==> config.mk <==
export PLATFORM = sky130hd
export DESIGN_NAME = fch_top
export DESIGN_NICKNAME = d
export VERILOG_FILES = /design/src/fch_pkg.sv /design/src/fch_top.sv
export SDC_FILE = /design/constraint.sdc
export NUM_CORES = 1
export LEC_CHECK = 0
export BUFFER_PORTS_ARGS = -buffer_cell sky130_fd_sc_hd__buf_2
export CORE_MARGIN = 3
export CORE_UTILIZATION = 60
export CTS_CLUSTER_SIZE = 8
export DETAILED_ROUTE_END_ITERATION = 8
export PLACE_DENSITY_LB_ADDON = 0.3
export SYNTH_ARGS = -nofsm -noshare
export SYNTH_HDL_FRONTEND = slang
export SYNTH_SLANG_ARGS = --single-unit
==> constraint.sdc <==
create_clock -name I_SYS_CLK -period 6.6 [get_ports I_SYS_CLK]
set_clock_uncertainty 0.15 [all_clocks]
set_input_delay 0.33 -clock I_SYS_CLK [delete_from_list [all_inputs] [get_ports I_SYS_CLK]]
set_output_delay 0.33 -clock I_SYS_CLK [all_outputs]
set_load 0.01 [all_outputs]
==> src/fch_pkg.sv <==
// constants and types for the fieldbus command handshake block
package fch_pkg;
    // register indices; byte address is four times the index
    localparam int IDX_TRIG     = 0;
    localparam int IDX_CMD      = 1;
    localparam int IDX_ARG      = 2;
    localparam int IDX_PIN_CLR  = 3;
    localparam int IDX_PIN_STO  = 4;
    localparam int IDX_IRQ_STAT = 5;
    localparam int IDX_IRQ_CLR  = 6;
    localparam int IDX_IRQ_EN   = 7;
    localparam int ADDR_W       = 8;
    localparam logic [7:0] ADR_TRIG     = 8'(IDX_TRIG * 4);
    localparam logic [7:0] ADR_CMD      = 8'(IDX_CMD * 4);
    localparam logic [7:0] ADR_ARG      = 8'(IDX_ARG * 4);
    localparam logic [7:0] ADR_PIN_CLR  = 8'(IDX_PIN_CLR * 4);
    localparam logic [7:0] ADR_PIN_STO  = 8'(IDX_PIN_STO * 4);
    localparam logic [7:0] ADR_IRQ_STAT = 8'(IDX_IRQ_STAT * 4);
    localparam logic [7:0] ADR_IRQ_CLR  = 8'(IDX_IRQ_CLR * 4);
    localparam logic [7:0] ADR_IRQ_EN   = 8'(IDX_IRQ_EN * 4);
    // reset values
    localparam logic [7:0]  RST_BYTE    = 8'h00;
    localparam logic [15:0] RST_WORD    = 16'h0000;
    localparam logic [15:0] RST_PIN_CLR = 16'h00a5;
    localparam logic [15:0] RST_PIN_STO = 16'h04d2;
    // response high byte codes
    localparam logic [7:0] RSP_IDLE = 8'h00;
    localparam logic [7:0] RSP_RECV = 8'h01;
    localparam logic [7:0] RSP_ACK  = 8'h10;
    localparam logic [7:0] RSP_NACK = 8'h20;
    // command codes
    localparam logic [7:0] CMD_NOP       = 8'h00;
    localparam logic [7:0] CMD_TEACH     = 8'h03;
    localparam logic [7:0] CMD_REBOOT    = 8'h04;
    localparam logic [7:0] CMD_HOLD_CLR  = 8'h11;
    localparam logic [7:0] CMD_TEACH_ACK = 8'h12;
    localparam logic [7:0] CMD_CNT_CLR   = 8'h15;
    localparam logic [7:0] CMD_CNT_STO   = 8'h16;
    // action pulse positions
    localparam int ACT_TEACH = 0;
    localparam int ACT_REBOOT = 1;
    localparam int ACT_HOLD = 2;
    localparam int ACT_TERR = 3;
    localparam int ACT_CCLR = 4;
    localparam int ACT_CSTO = 5;
    localparam int ACT_W = 6;
    // interrupt status bit positions
    localparam int IRQ_RECV = 0;
    localparam int IRQ_ACK  = 1;
    localparam int IRQ_NACK = 2;
    localparam int IRQ_W    = 3;
    // handshake states
    typedef enum logic {S_IDLE, S_RECV} fch_state_e;
endpackage

==> src/fch_top.sv <==
// fieldbus command handshake: apb image registers, trigger detect, decode, irq
`timescale 1ns/1ps
// Function
// - trigger change starts command, not to zero
// - command code alone does nothing
// - argument carries extra data, else ignored
// - input byte 0 echoes executed trigger
// - input byte 1 echoes started command
// - response high byte: idle, received, ack, nack
// - response low byte reserved, reads zero
// - echoes, response and host image reset zero
// - codes 0, 3, 4: nop, teach, reboot
// - codes 17, 18: hold clear, teach-error ack
// - code 21 clears counters with PIN 165
// - code 22 stores counters with PIN 1234
// - counter commands need matching configured PIN
// - triggers ignored while received; echo at answer
// - trigger back to zero clears echoes, response
// - unexecutable command answers with reject
module fch_top
(
    // clock and reset
    input  wire logic        I_SYS_CLK,
    input  wire logic        I_RSTN,
    // apb slave
    input  wire logic        I_PSEL,
    input  wire logic        I_PENABLE,
    input  wire logic        I_PWRITE,
    input  wire logic [7:0]  I_PADDR,
    input  wire logic [31:0] I_PWDATA,
    output logic      [31:0] O_PRDATA,
    output logic             O_PREADY,
    output logic             O_PSLVERR,
    // receiver status pin
    input  wire logic        I_TEACH_OK,
    // command action pulses
    output logic             O_TEACH_START,
    output logic             O_REBOOT,
    output logic             O_HOLD_CLEAR,
    output logic             O_TEACH_ERR_ACK,
    output logic             O_CNT_CLEAR,
    output logic             O_CNT_STORE,
    // interrupt
    output logic             O_IRQ
);
    // bus response flops
    logic [31:0]               prdata_ff;
    logic                      pready_ff;
    logic                      pslverr_ff;
    // host output image
    logic [7:0]                trig_host_ff;
    logic [7:0]                cmd_host_ff;
    logic [15:0]               arg_host_ff;
    // configured pins for the counter commands
    logic [15:0]               pin_clr_ff;
    logic [15:0]               pin_sto_ff;
    // handshake state
    fch_pkg::fch_state_e       state_ff;
    logic [7:0]                seen_ff;      // last trigger accepted
    logic [7:0]                trig_lat_ff;
    logic [7:0]                cmd_lat_ff;
    logic [15:0]               arg_lat_ff;
    logic [7:0]                trig_echo_ff;
    logic [7:0]                cmd_echo_ff;
    logic [7:0]                rsp_ff;       // response high byte
    logic [fch_pkg::ACT_W-1:0] act_ff;
    // interrupt
    logic [fch_pkg::IRQ_W-1:0] irq_stat_ff;
    logic [fch_pkg::IRQ_W-1:0] irq_en_ff;
    logic                      irq_ff;
    // teach-ok synchroniser
    logic                      tok_s1_ff;
    logic                      tok_s2_ff;

    // apb phase decode
    wire apb_acc   = I_PSEL & I_PENABLE;
    wire apb_first = apb_acc & ~pready_ff;
    wire apb_done  = apb_acc & pready_ff;
    wire wr_en     = apb_done & I_PWRITE;

    // address decode
    wire hit_trig = (I_PADDR == fch_pkg::ADR_TRIG);
    wire hit_cmd  = (I_PADDR == fch_pkg::ADR_CMD);
    wire hit_arg  = (I_PADDR == fch_pkg::ADR_ARG);
    wire hit_pclr = (I_PADDR == fch_pkg::ADR_PIN_CLR);
    wire hit_psto = (I_PADDR == fch_pkg::ADR_PIN_STO);
    wire hit_ist  = (I_PADDR == fch_pkg::ADR_IRQ_STAT);
    wire hit_icl  = (I_PADDR == fch_pkg::ADR_IRQ_CLR);
    wire hit_ien  = (I_PADDR == fch_pkg::ADR_IRQ_EN);
    wire addr_ok  = hit_trig | hit_cmd | hit_arg | hit_pclr | hit_psto
                  | hit_ist | hit_icl | hit_ien;

    // read mux; image addresses read back the device's input image
    wire [31:0] rd_data =
        hit_trig ? {24'h000000, trig_echo_ff} :
        hit_cmd  ? {24'h000000, cmd_echo_ff} :
        hit_arg  ? {16'h0000, rsp_ff, 8'h00} :
        hit_pclr ? {16'h0000, pin_clr_ff} :
        hit_psto ? {16'h0000, pin_sto_ff} :
        hit_ist  ? {29'h0, irq_stat_ff} :
        hit_ien  ? {29'h0, irq_en_ff} : 32'h00000000;

    // apb answer: one wait state, data and error latched with pready
    // the wait state keeps every bus output registered at the cost of a cycle
    always_ff @(posedge I_SYS_CLK or negedge I_RSTN)
    begin
        if (!I_RSTN)
        begin
            pready_ff  <= 1'b0;
            pslverr_ff <= 1'b0;
            prdata_ff  <= 32'h00000000;
        end
        else
        begin
            pready_ff  <= apb_first;
            pslverr_ff <= apb_first & ~addr_ok;
            prdata_ff  <= (apb_first & ~I_PWRITE) ? rd_data : 32'h00000000;
        end
    end

    // host image and pin registers, written at the completing edge
    always_ff @(posedge I_SYS_CLK or negedge I_RSTN)
    begin
        if (!I_RSTN)
        begin
            trig_host_ff <= fch_pkg::RST_BYTE;
            cmd_host_ff  <= fch_pkg::RST_BYTE;
            arg_host_ff  <= fch_pkg::RST_WORD;
            pin_clr_ff   <= fch_pkg::RST_PIN_CLR;
            pin_sto_ff   <= fch_pkg::RST_PIN_STO;
            irq_en_ff    <= '0;
        end
        else
        begin
            // image layout: trigger, command, argument
            if (wr_en && hit_trig)
                trig_host_ff <= I_PWDATA[7:0];
            if (wr_en && hit_cmd)
                cmd_host_ff <= I_PWDATA[7:0];
            if (wr_en && hit_arg)
                arg_host_ff <= I_PWDATA[15:0];
            if (wr_en && hit_pclr)
                pin_clr_ff <= I_PWDATA[15:0];
            if (wr_en && hit_psto)
                pin_sto_ff <= I_PWDATA[15:0];
            if (wr_en && hit_ien)
                irq_en_ff <= I_PWDATA[fch_pkg::IRQ_W-1:0];
        end
    end

    // two-flop synchroniser for the asynchronous teach status
    always_ff @(posedge I_SYS_CLK or negedge I_RSTN)
    begin
        if (!I_RSTN)
        begin
            tok_s1_ff <= 1'b0;
            tok_s2_ff <= 1'b0;
        end
        else
        begin
            tok_s1_ff <= I_TEACH_OK;
            tok_s2_ff <= tok_s1_ff;
        end
    end

    // trigger detection; only a change in idle counts, never into zero
    wire is_idle    = (state_ff == fch_pkg::S_IDLE);
    wire trig_start = is_idle && (trig_host_ff != seen_ff)
                      && (trig_host_ff != 8'h00);
    wire trig_zero  = is_idle && (trig_host_ff == 8'h00) && (seen_ff != 8'h00);

    // decode of the latched command; argument only matters for pin commands
    wire pin_ok_clr = (arg_lat_ff == pin_clr_ff);
    wire pin_ok_sto = (arg_lat_ff == pin_sto_ff);
    wire c_nop  = (cmd_lat_ff == fch_pkg::CMD_NOP);
    wire c_tch  = (cmd_lat_ff == fch_pkg::CMD_TEACH);
    wire c_rbt  = (cmd_lat_ff == fch_pkg::CMD_REBOOT);
    wire c_hold = (cmd_lat_ff == fch_pkg::CMD_HOLD_CLR);
    wire c_terr = (cmd_lat_ff == fch_pkg::CMD_TEACH_ACK);
    wire c_cclr = (cmd_lat_ff == fch_pkg::CMD_CNT_CLR);
    wire c_csto = (cmd_lat_ff == fch_pkg::CMD_CNT_STO);
    // teach error ack is refused until a teach has succeeded
    wire terr_ok = c_terr & tok_s2_ff;
    wire cmd_ack = c_nop | c_tch | c_rbt | c_hold | terr_ok
                 | (c_cclr & pin_ok_clr) | (c_csto & pin_ok_sto);
    wire [fch_pkg::ACT_W-1:0] act_sel = {c_csto & pin_ok_sto, c_cclr & pin_ok_clr,
                                         terr_ok, c_hold, c_rbt, c_tch};

    // handshake sequencer: received for one cycle, then final answer
    always_ff @(posedge I_SYS_CLK or negedge I_RSTN)
    begin
        if (!I_RSTN)
        begin
            state_ff     <= fch_pkg::S_IDLE;
            seen_ff      <= fch_pkg::RST_BYTE;
            trig_lat_ff  <= fch_pkg::RST_BYTE;
            cmd_lat_ff   <= fch_pkg::RST_BYTE;
            arg_lat_ff   <= fch_pkg::RST_WORD;
            trig_echo_ff <= fch_pkg::RST_BYTE;
            cmd_echo_ff  <= fch_pkg::RST_BYTE;
            rsp_ff       <= fch_pkg::RSP_IDLE;
            act_ff       <= '0;
        end
        else
        begin
            act_ff <= '0;
            case (state_ff)
                fch_pkg::S_IDLE:
                begin
                    if (trig_start)
                    begin
                        // freeze the request against later host writes
                        state_ff    <= fch_pkg::S_RECV;
                        seen_ff     <= trig_host_ff;
                        trig_lat_ff <= trig_host_ff;
                        cmd_lat_ff  <= cmd_host_ff;
                        arg_lat_ff  <= arg_host_ff;
                        cmd_echo_ff <= cmd_host_ff;
                        rsp_ff      <= fch_pkg::RSP_RECV;
                    end
                    else if (trig_zero)
                    begin
                        // host reset its trigger: back to waiting
                        seen_ff      <= fch_pkg::RST_BYTE;
                        trig_echo_ff <= fch_pkg::RST_BYTE;
                        cmd_echo_ff  <= fch_pkg::RST_BYTE;
                        rsp_ff       <= fch_pkg::RSP_IDLE;
                    end
                end
                fch_pkg::S_RECV:
                begin
                    // trigger changes here are ignored; echo set at answer
                    state_ff     <= fch_pkg::S_IDLE;
                    trig_echo_ff <= trig_lat_ff;
                    rsp_ff       <= cmd_ack ? fch_pkg::RSP_ACK : fch_pkg::RSP_NACK;
                    act_ff       <= cmd_ack ? act_sel : '0;
                end
                default:
                begin
                    state_ff <= fch_pkg::S_IDLE;
                end
            endcase
        end
    end

    // interrupt events; a new event beats a clear in the same cycle
    wire in_recv = (state_ff == fch_pkg::S_RECV);
    wire [fch_pkg::IRQ_W-1:0] irq_ev = {in_recv & ~cmd_ack, in_recv & cmd_ack,
                                        trig_start};
    wire [fch_pkg::IRQ_W-1:0] irq_clr = (wr_en && hit_icl)
                                      ? I_PWDATA[fch_pkg::IRQ_W-1:0] : '0;
    wire [fch_pkg::IRQ_W-1:0] nxt_irq_stat = (irq_stat_ff & ~irq_clr) | irq_ev;

    // sticky status and level interrupt, registered for a clean output
    always_ff @(posedge I_SYS_CLK or negedge I_RSTN)
    begin
        if (!I_RSTN)
        begin
            irq_stat_ff <= '0;
            irq_ff      <= 1'b0;
        end
        else
        begin
            irq_stat_ff <= nxt_irq_stat;
            irq_ff      <= |(nxt_irq_stat & irq_en_ff);
        end
    end

    // outputs straight from flops
    assign O_PRDATA        = prdata_ff;
    assign O_PREADY        = pready_ff;
    assign O_PSLVERR       = pslverr_ff;
    assign O_TEACH_START   = act_ff[fch_pkg::ACT_TEACH];
    assign O_REBOOT        = act_ff[fch_pkg::ACT_REBOOT];
    assign O_HOLD_CLEAR    = act_ff[fch_pkg::ACT_HOLD];
    assign O_TEACH_ERR_ACK = act_ff[fch_pkg::ACT_TERR];
    assign O_CNT_CLEAR     = act_ff[fch_pkg::ACT_CCLR];
    assign O_CNT_STORE     = act_ff[fch_pkg::ACT_CSTO];
    assign O_IRQ           = irq_ff;
endmodule

### Yosys cells after proc, flatten, opt, wreduce, memory -nomap -nowiden

Cells that the tools add are included.

* equality and inequality tests: 19
* mux-type cells: 21
* bitwise gates (word level): 33
* reduce and logical (&&, ||, !) cells: 21

Operators by type and width (count)
* two-way mux 16 bit: 6
* == test 8 x 5 -> 1 bit (second input constant): 8
* two-way mux 8 bit: 5
* == test 16 bit: 2
* case mux 8 bit (2 select lines): 2
* logical NOT 8 bit: 3
* two-way mux 6 bit: 3
* == test 8 x 3 -> 1 bit (second input constant): 2
* == test 8 x 4 -> 1 bit (second input constant): 2
* nonzero test 8 bit: 2
* bitwise OR 1 bit: 13
* AND 1 bit: 11
* logical AND 1 bit: 11
* two-way mux 3 bit: 3
* == test 8 x 2 -> 1 bit (second input constant): 1
* inequality test 8 bit: 1
* AND 3 bit: 2
* AND reduction 2 bit: 3
* NOT 1 bit: 5
* inequality test 3 x 1 -> 1 bit (second input constant): 1
* NOT 3 bit: 1
* bitwise OR 3 bit: 1
* OR reduction 3 bit: 1
* inequality test 2 x 1 -> 1 bit (second input constant): 1
* 4 further kinds: 4

* flip-flop bits (word level): 162
* input bits: 46
* output and inout bits: 41

### Depth between registers and ports, before layout

Gate-level depths: netlist of the first run.

* depth in word-level cells: 12
* gate-level depth with buffers: 8
* depth with buffers taken out: 7

### Worst setup path after synthesis of the first run

OpenSTA, ideal clock, no wires.

* path type: input port to flip-flop
* start point: input port I_PADDR[0]
* end point: register trig_host_ff[0]
* library setup time: 0.125 ns
* arrival time: 2.299 ns
* data required time: 6.325 ns
* setup slack: 4.026 ns
* stages: 7
* path buffers: 2
* cells stage by stage: or4_4 or2_4 or4_4 buf_6 or2_1 buf_6 mux2_4

* cells in the longest elaborated chain, start to end: 2

Ends and longest elaborated chain
* start: declaration: RTL line fch_top.sv:29 `input wire logic [7:0] I_PADDR,`
* logical NOT 8 bit: RTL line fch_top.sv:82 `wire hit_trig = (I_PADDR == fch_pkg::ADR_TRIG);`
* logical AND 1 bit: RTL line fch_top.sv:136 `if (wr_en && hit_trig)`
* end signal: assignment: RTL line fch_top.sv:126 `trig_host_ff <= fch_pkg::RST_BYTE;`
* end signal: assignment: RTL line fch_top.sv:137 `trig_host_ff <= I_PWDATA[7:0];`
* end: declaration: RTL line fch_top.sv:51 `logic [7:0] trig_host_ff;`

No other way between the ends.
A chain may end at the register's enable or synchronous reset.

### Worst setup path after layout of the first run

* start point: input port I_PADDR[0]
* end point: register pin_clr_ff[15]

* cells in the longest elaborated chain, start to end: 2

Ends and longest elaborated chain
* == test 8 x 4 -> 1 bit: RTL line fch_top.sv:85 `wire hit_pclr = (I_PADDR == fch_pkg::ADR_PIN_CLR);`
* logical AND 1 bit: RTL line fch_top.sv:142 `if (wr_en && hit_pclr)`
* end signal: assignment: RTL line fch_top.sv:129 `pin_clr_ff <= fch_pkg::RST_PIN_CLR;`
* end signal: assignment: RTL line fch_top.sv:143 `pin_clr_ff <= I_PWDATA[15:0];`
* end: declaration: RTL line fch_top.sv:55 `logic [15:0] pin_clr_ff;`

No other way between the ends.

==> results.md, run 1 <==
* Status: completed
* Synthesized flop and latch total at between 150 and 200
* Final worst slack at 3580 ps
* Post-Syn Area at 6930 um^2
* IO Port Bufs at 54
* Clock transition at path regs at ~60 ps
* Final Power at 2.00 mW
* CP top delay family: simple AND/OR/NAND/NOR gates
* Clk_lat worst skew at 420 ps
* Leak at 4.13 nW
* Switch share at 0.210
* Max-Cap Viols at 0
* Slowest stage cell, crit path: and2_1
* Hold Slack at 21.1 ps
* Reg-to-reg startpoint: cmd_lat_ff[3]$_DFFE_PN0P_
* Flop2flop setup slack at 3720 ps
* Iteration-0 DRC Markers at 510
* Clock Sinks at 157
* Cell Area, Placed at 7230 um^2
* Root cell of the clock tree: clkbuf_16
* Asr flop ratio synth at 1.00
* Nature of the critical path endpoint: flip-flop
* Cells along the critical path: buf_2 > or4_4 > nor2_1 > and3_1 > and2_1 > mux2_2
* IO Count at 87
* Worst vdd ir at 0.000241 V
* Fmax at 0.331 GHz
* FF-to-FF path depth at 6
* DP Worst Slack at 3170 ps
* HP Class: in -> reg
* Chip height at roughly 110 um
* Sequential share of power at 0.485
* Vias at between 4000 and 5000
* Post-route clock period utilization at 0.457
* Worst path arrival time at 3170 ps
* Hold Path Depth at 2
* Unique masters post-synth at 53
* Setup TNS at 0 ps
* Full die area at 12900 um^2
* Clk buf depth at 2
* DR WL/cell at 19.3 um
* DRT Pass-1 Iters at 5
* Crit Path Class: in -> reg
* Layout Cells excl Fill at 804
* Critical R2R Capture: O_IRQ$_DFF_PN0_
* Minimum clock period at 3020 ps
* Layout Nets at 697
* Dominant synthesized flop cell: dfrtp_1
* Comb pwr share at 0.032
* Synthesis warning total at 0
* Post-synthesis cell count at 601
* Synthesis-to-finish area growth at 13.2%
* Hold path start: I_PWDATA[8]
* First-pass GRT wire length at 25000 um
* Total GRT Usage at 0.253
* Fin. Hold Viols at 0
* Post-Route WL at 15500 um
* Post-CTS setup buffer count at 0
* # rows at 38
* Core Area at between 10000 and 15000 um^2
* EDFF count, synth at 0
* Clock power frac at 0.483
* Count of pins over their slew limit at 0
* N_diodes at 0
* RSZ-0062 raised after global routing: false
* Drc violations at 0
* Buf+Inv Stages, Crit Path at 1
* Share of the yosys chip area belonging to registers at 0.568
* Slowest stage delay, CP at 800 ps
* Int Pwr at 1.58 mW
* Critical Path Fanout Max at 16
* Die Width at ~110 um
* Average size of a mapped cell at between 10 and 15 um^2
* Initial antenna violation count at 0
* Initial Utilization at 0.626
* DR vias/cell at ~6
* Layout cell share with drive strength beyond 1 at 0.259
* Net switching power at about 420 uW
* CTS H-tree depth at 4
* Post-DP HPWL at 10300 um
* Pwr Density at 255 nW/um^2
* Setup Viol. Count Final at 0
* Final instance area at 7850 um^2
* CP Depth at 6
* Worst Max-Slew Pin Slew at between 1000 and 1500 ps
* Inst Count DP at 770
* TritonCTS buffer count at 17
* Slew HR at 0.129
* Vias in the first global route at 4919
* Grt total ovfl at 0
* Post-layout util at 0.708
* TritonCTS clock tree: done
* CP Data Required Time at 6750 ps
* CP Launch Type: primary input
* Sink of the worst hold path: arg_host_ff[8]$_DFFE_PN0P_
* Detail Route Antenna Nets at 0
* GP Congestion at around 0.9
* Largest net degree at the start of global routing at 92
-- flip-flops by register name, indices dropped and copies added, names as in the netlist, 6 cells and up --
name / flops
pin_clr_ff: 16
cmd_lat_ff: 8
arg_lat_ff: 16
seen_ff: 8
act_ff: 6
trig_host_ff: 8
O_PRDATA: 16
cmd_host_ff: 8
trig_echo_ff: 8
arg_host_ff: 16
cmd_echo_ff: 8
trig_lat_ff: 8
pin_sto_ff: 16
-- cells in the mapped netlist (all sizes together) (2+ instances only) --
master	instances	area share
dfrtp	148	0.53
nand2	118	0.064
mux2	67	0.11
nor2	26	0.014
xor2	25	0.032
a22o	24	0.030
buf	24	0.025
clkbuf	20	0.011
xnor2	16	0.020
nor4	12	0.011
nand4	10	0.0090
o21ai	10	0.0072
a22oi	9	0.0097
dfstp	9	0.034
nor3	8	0.0058
a222oi	7	0.010
nor2b	6	0.0054
and3	5	0.0045
nand2b	5	0.0045
or2	5	0.0049
or4	5	0.0065
nand3	4	0.0029
o211a	4	0.0058
o22ai	4	0.0036
a21oi	3	0.0022
inv	3	0.0016
mux2i	3	0.0043
a21o	2	0.0022
and2	2	0.0018
nor3b	2	0.0022
-- what timing repair did --
item	CTS	global route
resized for setup	0	0
endpoints found under the hold margin	66	0
endpoints found under the setup margin	0	0
hold buffers	2	0
-- cell families after synthesis --
group | Yosys count | share of synthesized area
AOI/OAI and AO/OA | 70 | 0.0801
xor gates and xnor gates | 41 | 0.0518
buffers and inverters | 47 | 0.0370
DFF | 157 | 0.568
muxes | 70 | 0.117
other | 1 | 0.000541
and+or+nand+nor | 215 | 0.145
-- cells in the final DEF (no fill, tap or decap), types with 4 or more instances in the layout --
cell type and n:
xor2_1 25, nand3_1 4, clkinvlp_4 6, clkbuf_16 17
a22o_1 24, nor3_1 8, mux2_2 59, nor2_1 26
nand4_1 10, xnor2_1 16, nand2_1 118, conb_1 16
o21ai_0 8, and3_1 5, nand2b_1 5, a22oi_1 9
nor2b_1 6, nor4_1 12, dfstp_2 9, a222oi_1 7
dfrtp_1 148, o211a_1 4, o22ai_1 4, clkbuf_8 4
mux2_4 8, buf_4 4, buf_2 53
-- area by class of cell --
| type | count | area, um^2 |
|---|---|---|
| Clock buffer | 23 | 488 |
| Tap cell | 140 | 175 |
| Sequential cell | 157 | 3940 |
| Fill cell | 781 | 3230 |
| Timing Repair Buffer | 60 | 327 |
| Clock inverter | 9 | 110 |
| Inverter | 3 | 11.3 |
| Multi-Input combinational cell | 412 | 2800 |
-- worst max path at each step --
stage,slack [ps],from,to
2_1_floorplan,4030,I_PADDR[0],trig_host_ff[0]$_DFFE_PN0P_
3_5_place_dp,3170,I_PADDR[0],pin_clr_ff[11]$_DFFE_PN0P_
3_3_place_gp,3260,I_PADDR[0],pin_clr_ff[9]$_DFFE_PN0P_
5_1_grt,3450,I_PADDR[0],pin_clr_ff[6]$_DFFE_PN0P_
4_1_cts,3590,I_PADDR[0],pin_clr_ff[11]$_DFFE_PN0P_
6_report,3580,I_PADDR[0],pin_clr_ff[15]$_DFFE_PN0P_
-- routing by layer --
layer  vias to the layer above  GRT usage  wire, um
li1                       2182          -         -
met1                      2388      0.336      6540
met4                         0      0.123       455
met5                         -          0         0
met3                        39     0.0658      1140
met2                       196      0.390      7370
-- power by group through the flow --
| stage | clock (mW) | sequential, mW | combinational, mW |
|---|---|---|---|
| detailed placement | 0 | 0.986 | 0.0628 |
| floorplan | 0 | 0.986 | 0.0279 |
| finish | 0.966 | 0.970 | 0.0636 |
| global route | 1.02 | 0.969 | 0.0718 |
| CTS | 0.979 | 0.969 | 0.0642 |
| global placement | 0 | 0.986 | 0.0611 |
(Power assumes the default switching activity.)
==> inputs of run 2 (changes only) <==
Settings changed: CORE_UTILIZATION 60 to 58.
Clock period 6.6 ns to 3.1 ns, I/O delays scaled along.
==> run 2 against run 1 <==
Net effect: first-iteration DRC count fell by 19%; sequential power rose by 110%; core utilization is 1.0 points lower; critical path depth did not move; critical path type is now reg -> reg; largest cell class unchanged.
==> results.md, run 2 (synthesis gave the netlist of run 1 again) <==
* Post-route clock period utilization at 0.860
* Full die area at 13300 um^2 (+3.3%)
* DR WL/cell at 19.8 um (+2.6%)
* Detail Route Antenna Nets at 0 (unchanged)
* Setup Viol. Count Final at 0 (unchanged)
* Slew HR at 0.115 (-0.0137)
* Pwr Density at 522 nW/um^2 (+100%)
* Count of pins over their slew limit at 0 (unchanged)
* Die Width at 115 um (+1.6%)
* DRT Pass-1 Iters at 6 (+1)
* Critical Path Fanout Max at 6 (-10)
* Nature of the critical path endpoint: flip-flop
* TritonCTS clock tree: done
* Fin. Hold Viols at 0 (unchanged)
* DR vias/cell at 5.85 (-2.2%)
* Flop2flop setup slack at 440 ps (-3280 ps)
* Layout Cells excl Fill at 833 (+3.6%)
* Layout Nets at 724 (+3.9%)
* Sink of the worst hold path: O_PSLVERR$_DFF_PN0_
* Hold Path Depth at 3 (+1)
* HP Class: in -> reg
* Clock transition at path regs at 60 ps (about the same)
* DP Worst Slack at 429 ps (-2740 ps)
* N_diodes at 0 (unchanged)
* GP Congestion at 0.830 (-10%)
* # rows at 39 (+2.6%)
* Cell Area, Placed at 7310 um^2 (+1.2%)
* IO Port Bufs at 54 (unchanged)
* IO Count at 87 (unchanged)
* Critical R2R Capture: O_IRQ$_DFF_PN0_
* Core Area at 11600 um^2 (+4.4%)
* CP Data Required Time at 3250 ps (-3500 ps)
* Post-DP HPWL at 11100 um (+7.5%)
* FF-to-FF path depth at 6 (unchanged)
* Max-Cap Viols at 0 (unchanged)
* Synthesis-to-finish area growth at 16.5%
* Grt total ovfl at 0 (unchanged)
* Fillers at 849 (+8.7%)
* CP Launch Type: flip-flop
* Clk_lat worst skew at 420 ps (about the same)
* Post-Route WL at 16500 um (+6.3%)
* Largest net degree at the start of global routing at 77 (-16%)
* Vias at 4869 (+1.3%)
* Seq. cell area at 3940 um^2 (unchanged)
* Drc violations at 0 (unchanged)
* Iteration-0 DRC Markers at 411 (-19%)
* Clock Sinks at 157 (unchanged)
* First-pass GRT wire length at 26700 um (+7.0%)
* Fmax at 0.375 GHz
* Initial Utilization at 0.600 (-0.0263)
* Reg-to-reg startpoint: cmd_lat_ff[3]$_DFFE_PN0P_
* Final Power at 4.21 mW (+110%)
* Worst path arrival time at 2810 ps (-360 ps)
* RSZ-0062 raised after global routing: false
* Final instance area at 8080 um^2 (+2.9%)
* Clk buf depth at 2 (unchanged)
* Setup TNS at 0 ps (unchanged)
* Commonest non-fill, non-tap cell in the layout: dfrtp_1
* Root cell of the clock tree: clkbuf_16
* Inst Count DP at 782 (+1.6%)
* CTS H-tree depth at 4 (unchanged)
* Hold path start: I_PADDR[1]
* Initial antenna violation count at 0 (unchanged)
* Worst vdd ir at 0.000507 V (+110%)
* Layout cell share with drive strength beyond 1 at 0.257 (-0.00251)
* Multi-input logic area at 2800 um^2 (unchanged)
* Worst Max-Slew Pin Slew at 1330 ps (+20.6 ps)
* Minimum clock period at ~2700 ps
* Post-CTS setup buffer count at 0 (unchanged)
* Most frequent cells in the layout: 148 x dfrtp_1, 118 x nand2_1, 59 x mux2_2
* Total GRT Usage at 0.268 (+0.0152)
* Chip height at 115 um (+1.6%)
* Final worst slack at 436 ps (-3150 ps)
* Leak at 4.26 nW (+3.1%)
* Crit Path Class: reg -> reg
* Status: completed
* TritonCTS buffer count at 17 (unchanged)
* Vias in the first global route at 5031 (+2.3%)
run 2: cell types whose count changed in the layout (fill, tap and decap cells not counted):
cell           change
clkinvlp_4         -6
buf_12             +1
clkbuf_1           +3
clkbuf_8           -2
dlygate4sd3_1     +18
buf_4              +8
clkinv_2           +3
clkinv_4           +1
run 2: through the flow:
stage / util / hold slack [ps]
after global routing: 0.698 / 57.4
after CTS: 0.698 / 17.4
after floorplan: - / -291
final: 0.698 / 35.9
after detailed placement: 0.632 / 73.0
after global placement: 0.632 / 60.4
run 2: timing repair:
item / in CTS / in global routing
hold endpoints to repair: 144 / 0
gates resized for setup: 0 / 0
hold buffers: 20 / 0
run 2: cell type report:
class,count,area share
Timing Repair Buffer,87,0.0727
Tap cell,143,0.0222
Inverter,3,0.00139
Multi-Input combinational cell,412,0.346
Sequential cell,157,0.488
Clock buffer,24,0.0584
Clock inverter,7,0.0110
run 2: power breakdown:
part           internal [mW]  leakage, nW  switching (mW)
combinational         0.0526         1.83           0.105
sequential              2.06         2.14         0.00616
clock                   1.22        0.278           0.771
run 2: per-layer routing:
metal	part of all wire	wire [um]	track usage	vias to the layer above
li1	-	-	-	2231
met1	0.43	7090	0.361	2446
met2	0.50	8190	0.441	175
met3	0.060	996	0.0616	17
met4	0.013	214	0.0759	0
met5	0	0	0	-
run 2: critical path: stages (launching register included):
cell	delay, ps
dfrtp_1	390
or4_1	700
nor4_1	310
nand4_1	120
o22ai_1	370
nor2_1	130
a311o_1	370
run 2: worst max path at each step:
| stage | startpoint | end | slack, ps | cells after the start |
|---|---|---|---|---|
| after floorplan | I_PADDR[0] | trig_host_ff[0]$_DFFE_PN0P_ | 700 | 7 |
| after global placement | I_PADDR[0] | trig_host_ff[3]$_DFFE_PN0P_ | 470 | 6 |
| after detailed placement | I_PADDR[0] | trig_host_ff[3]$_DFFE_PN0P_ | 430 | 6 |
| after CTS | cmd_lat_ff[3]$_DFFE_PN0P_ | O_IRQ$_DFF_PN0_ | 470 | 6 |
| after global routing | trig_host_ff[6]$_DFFE_PN0P_ | cmd_lat_ff[6]$_DFFE_PN0P_ | 260 | 7 |
| final | cmd_lat_ff[3]$_DFFE_PN0P_ | O_IRQ$_DFF_PN0_ | 440 | 6 |
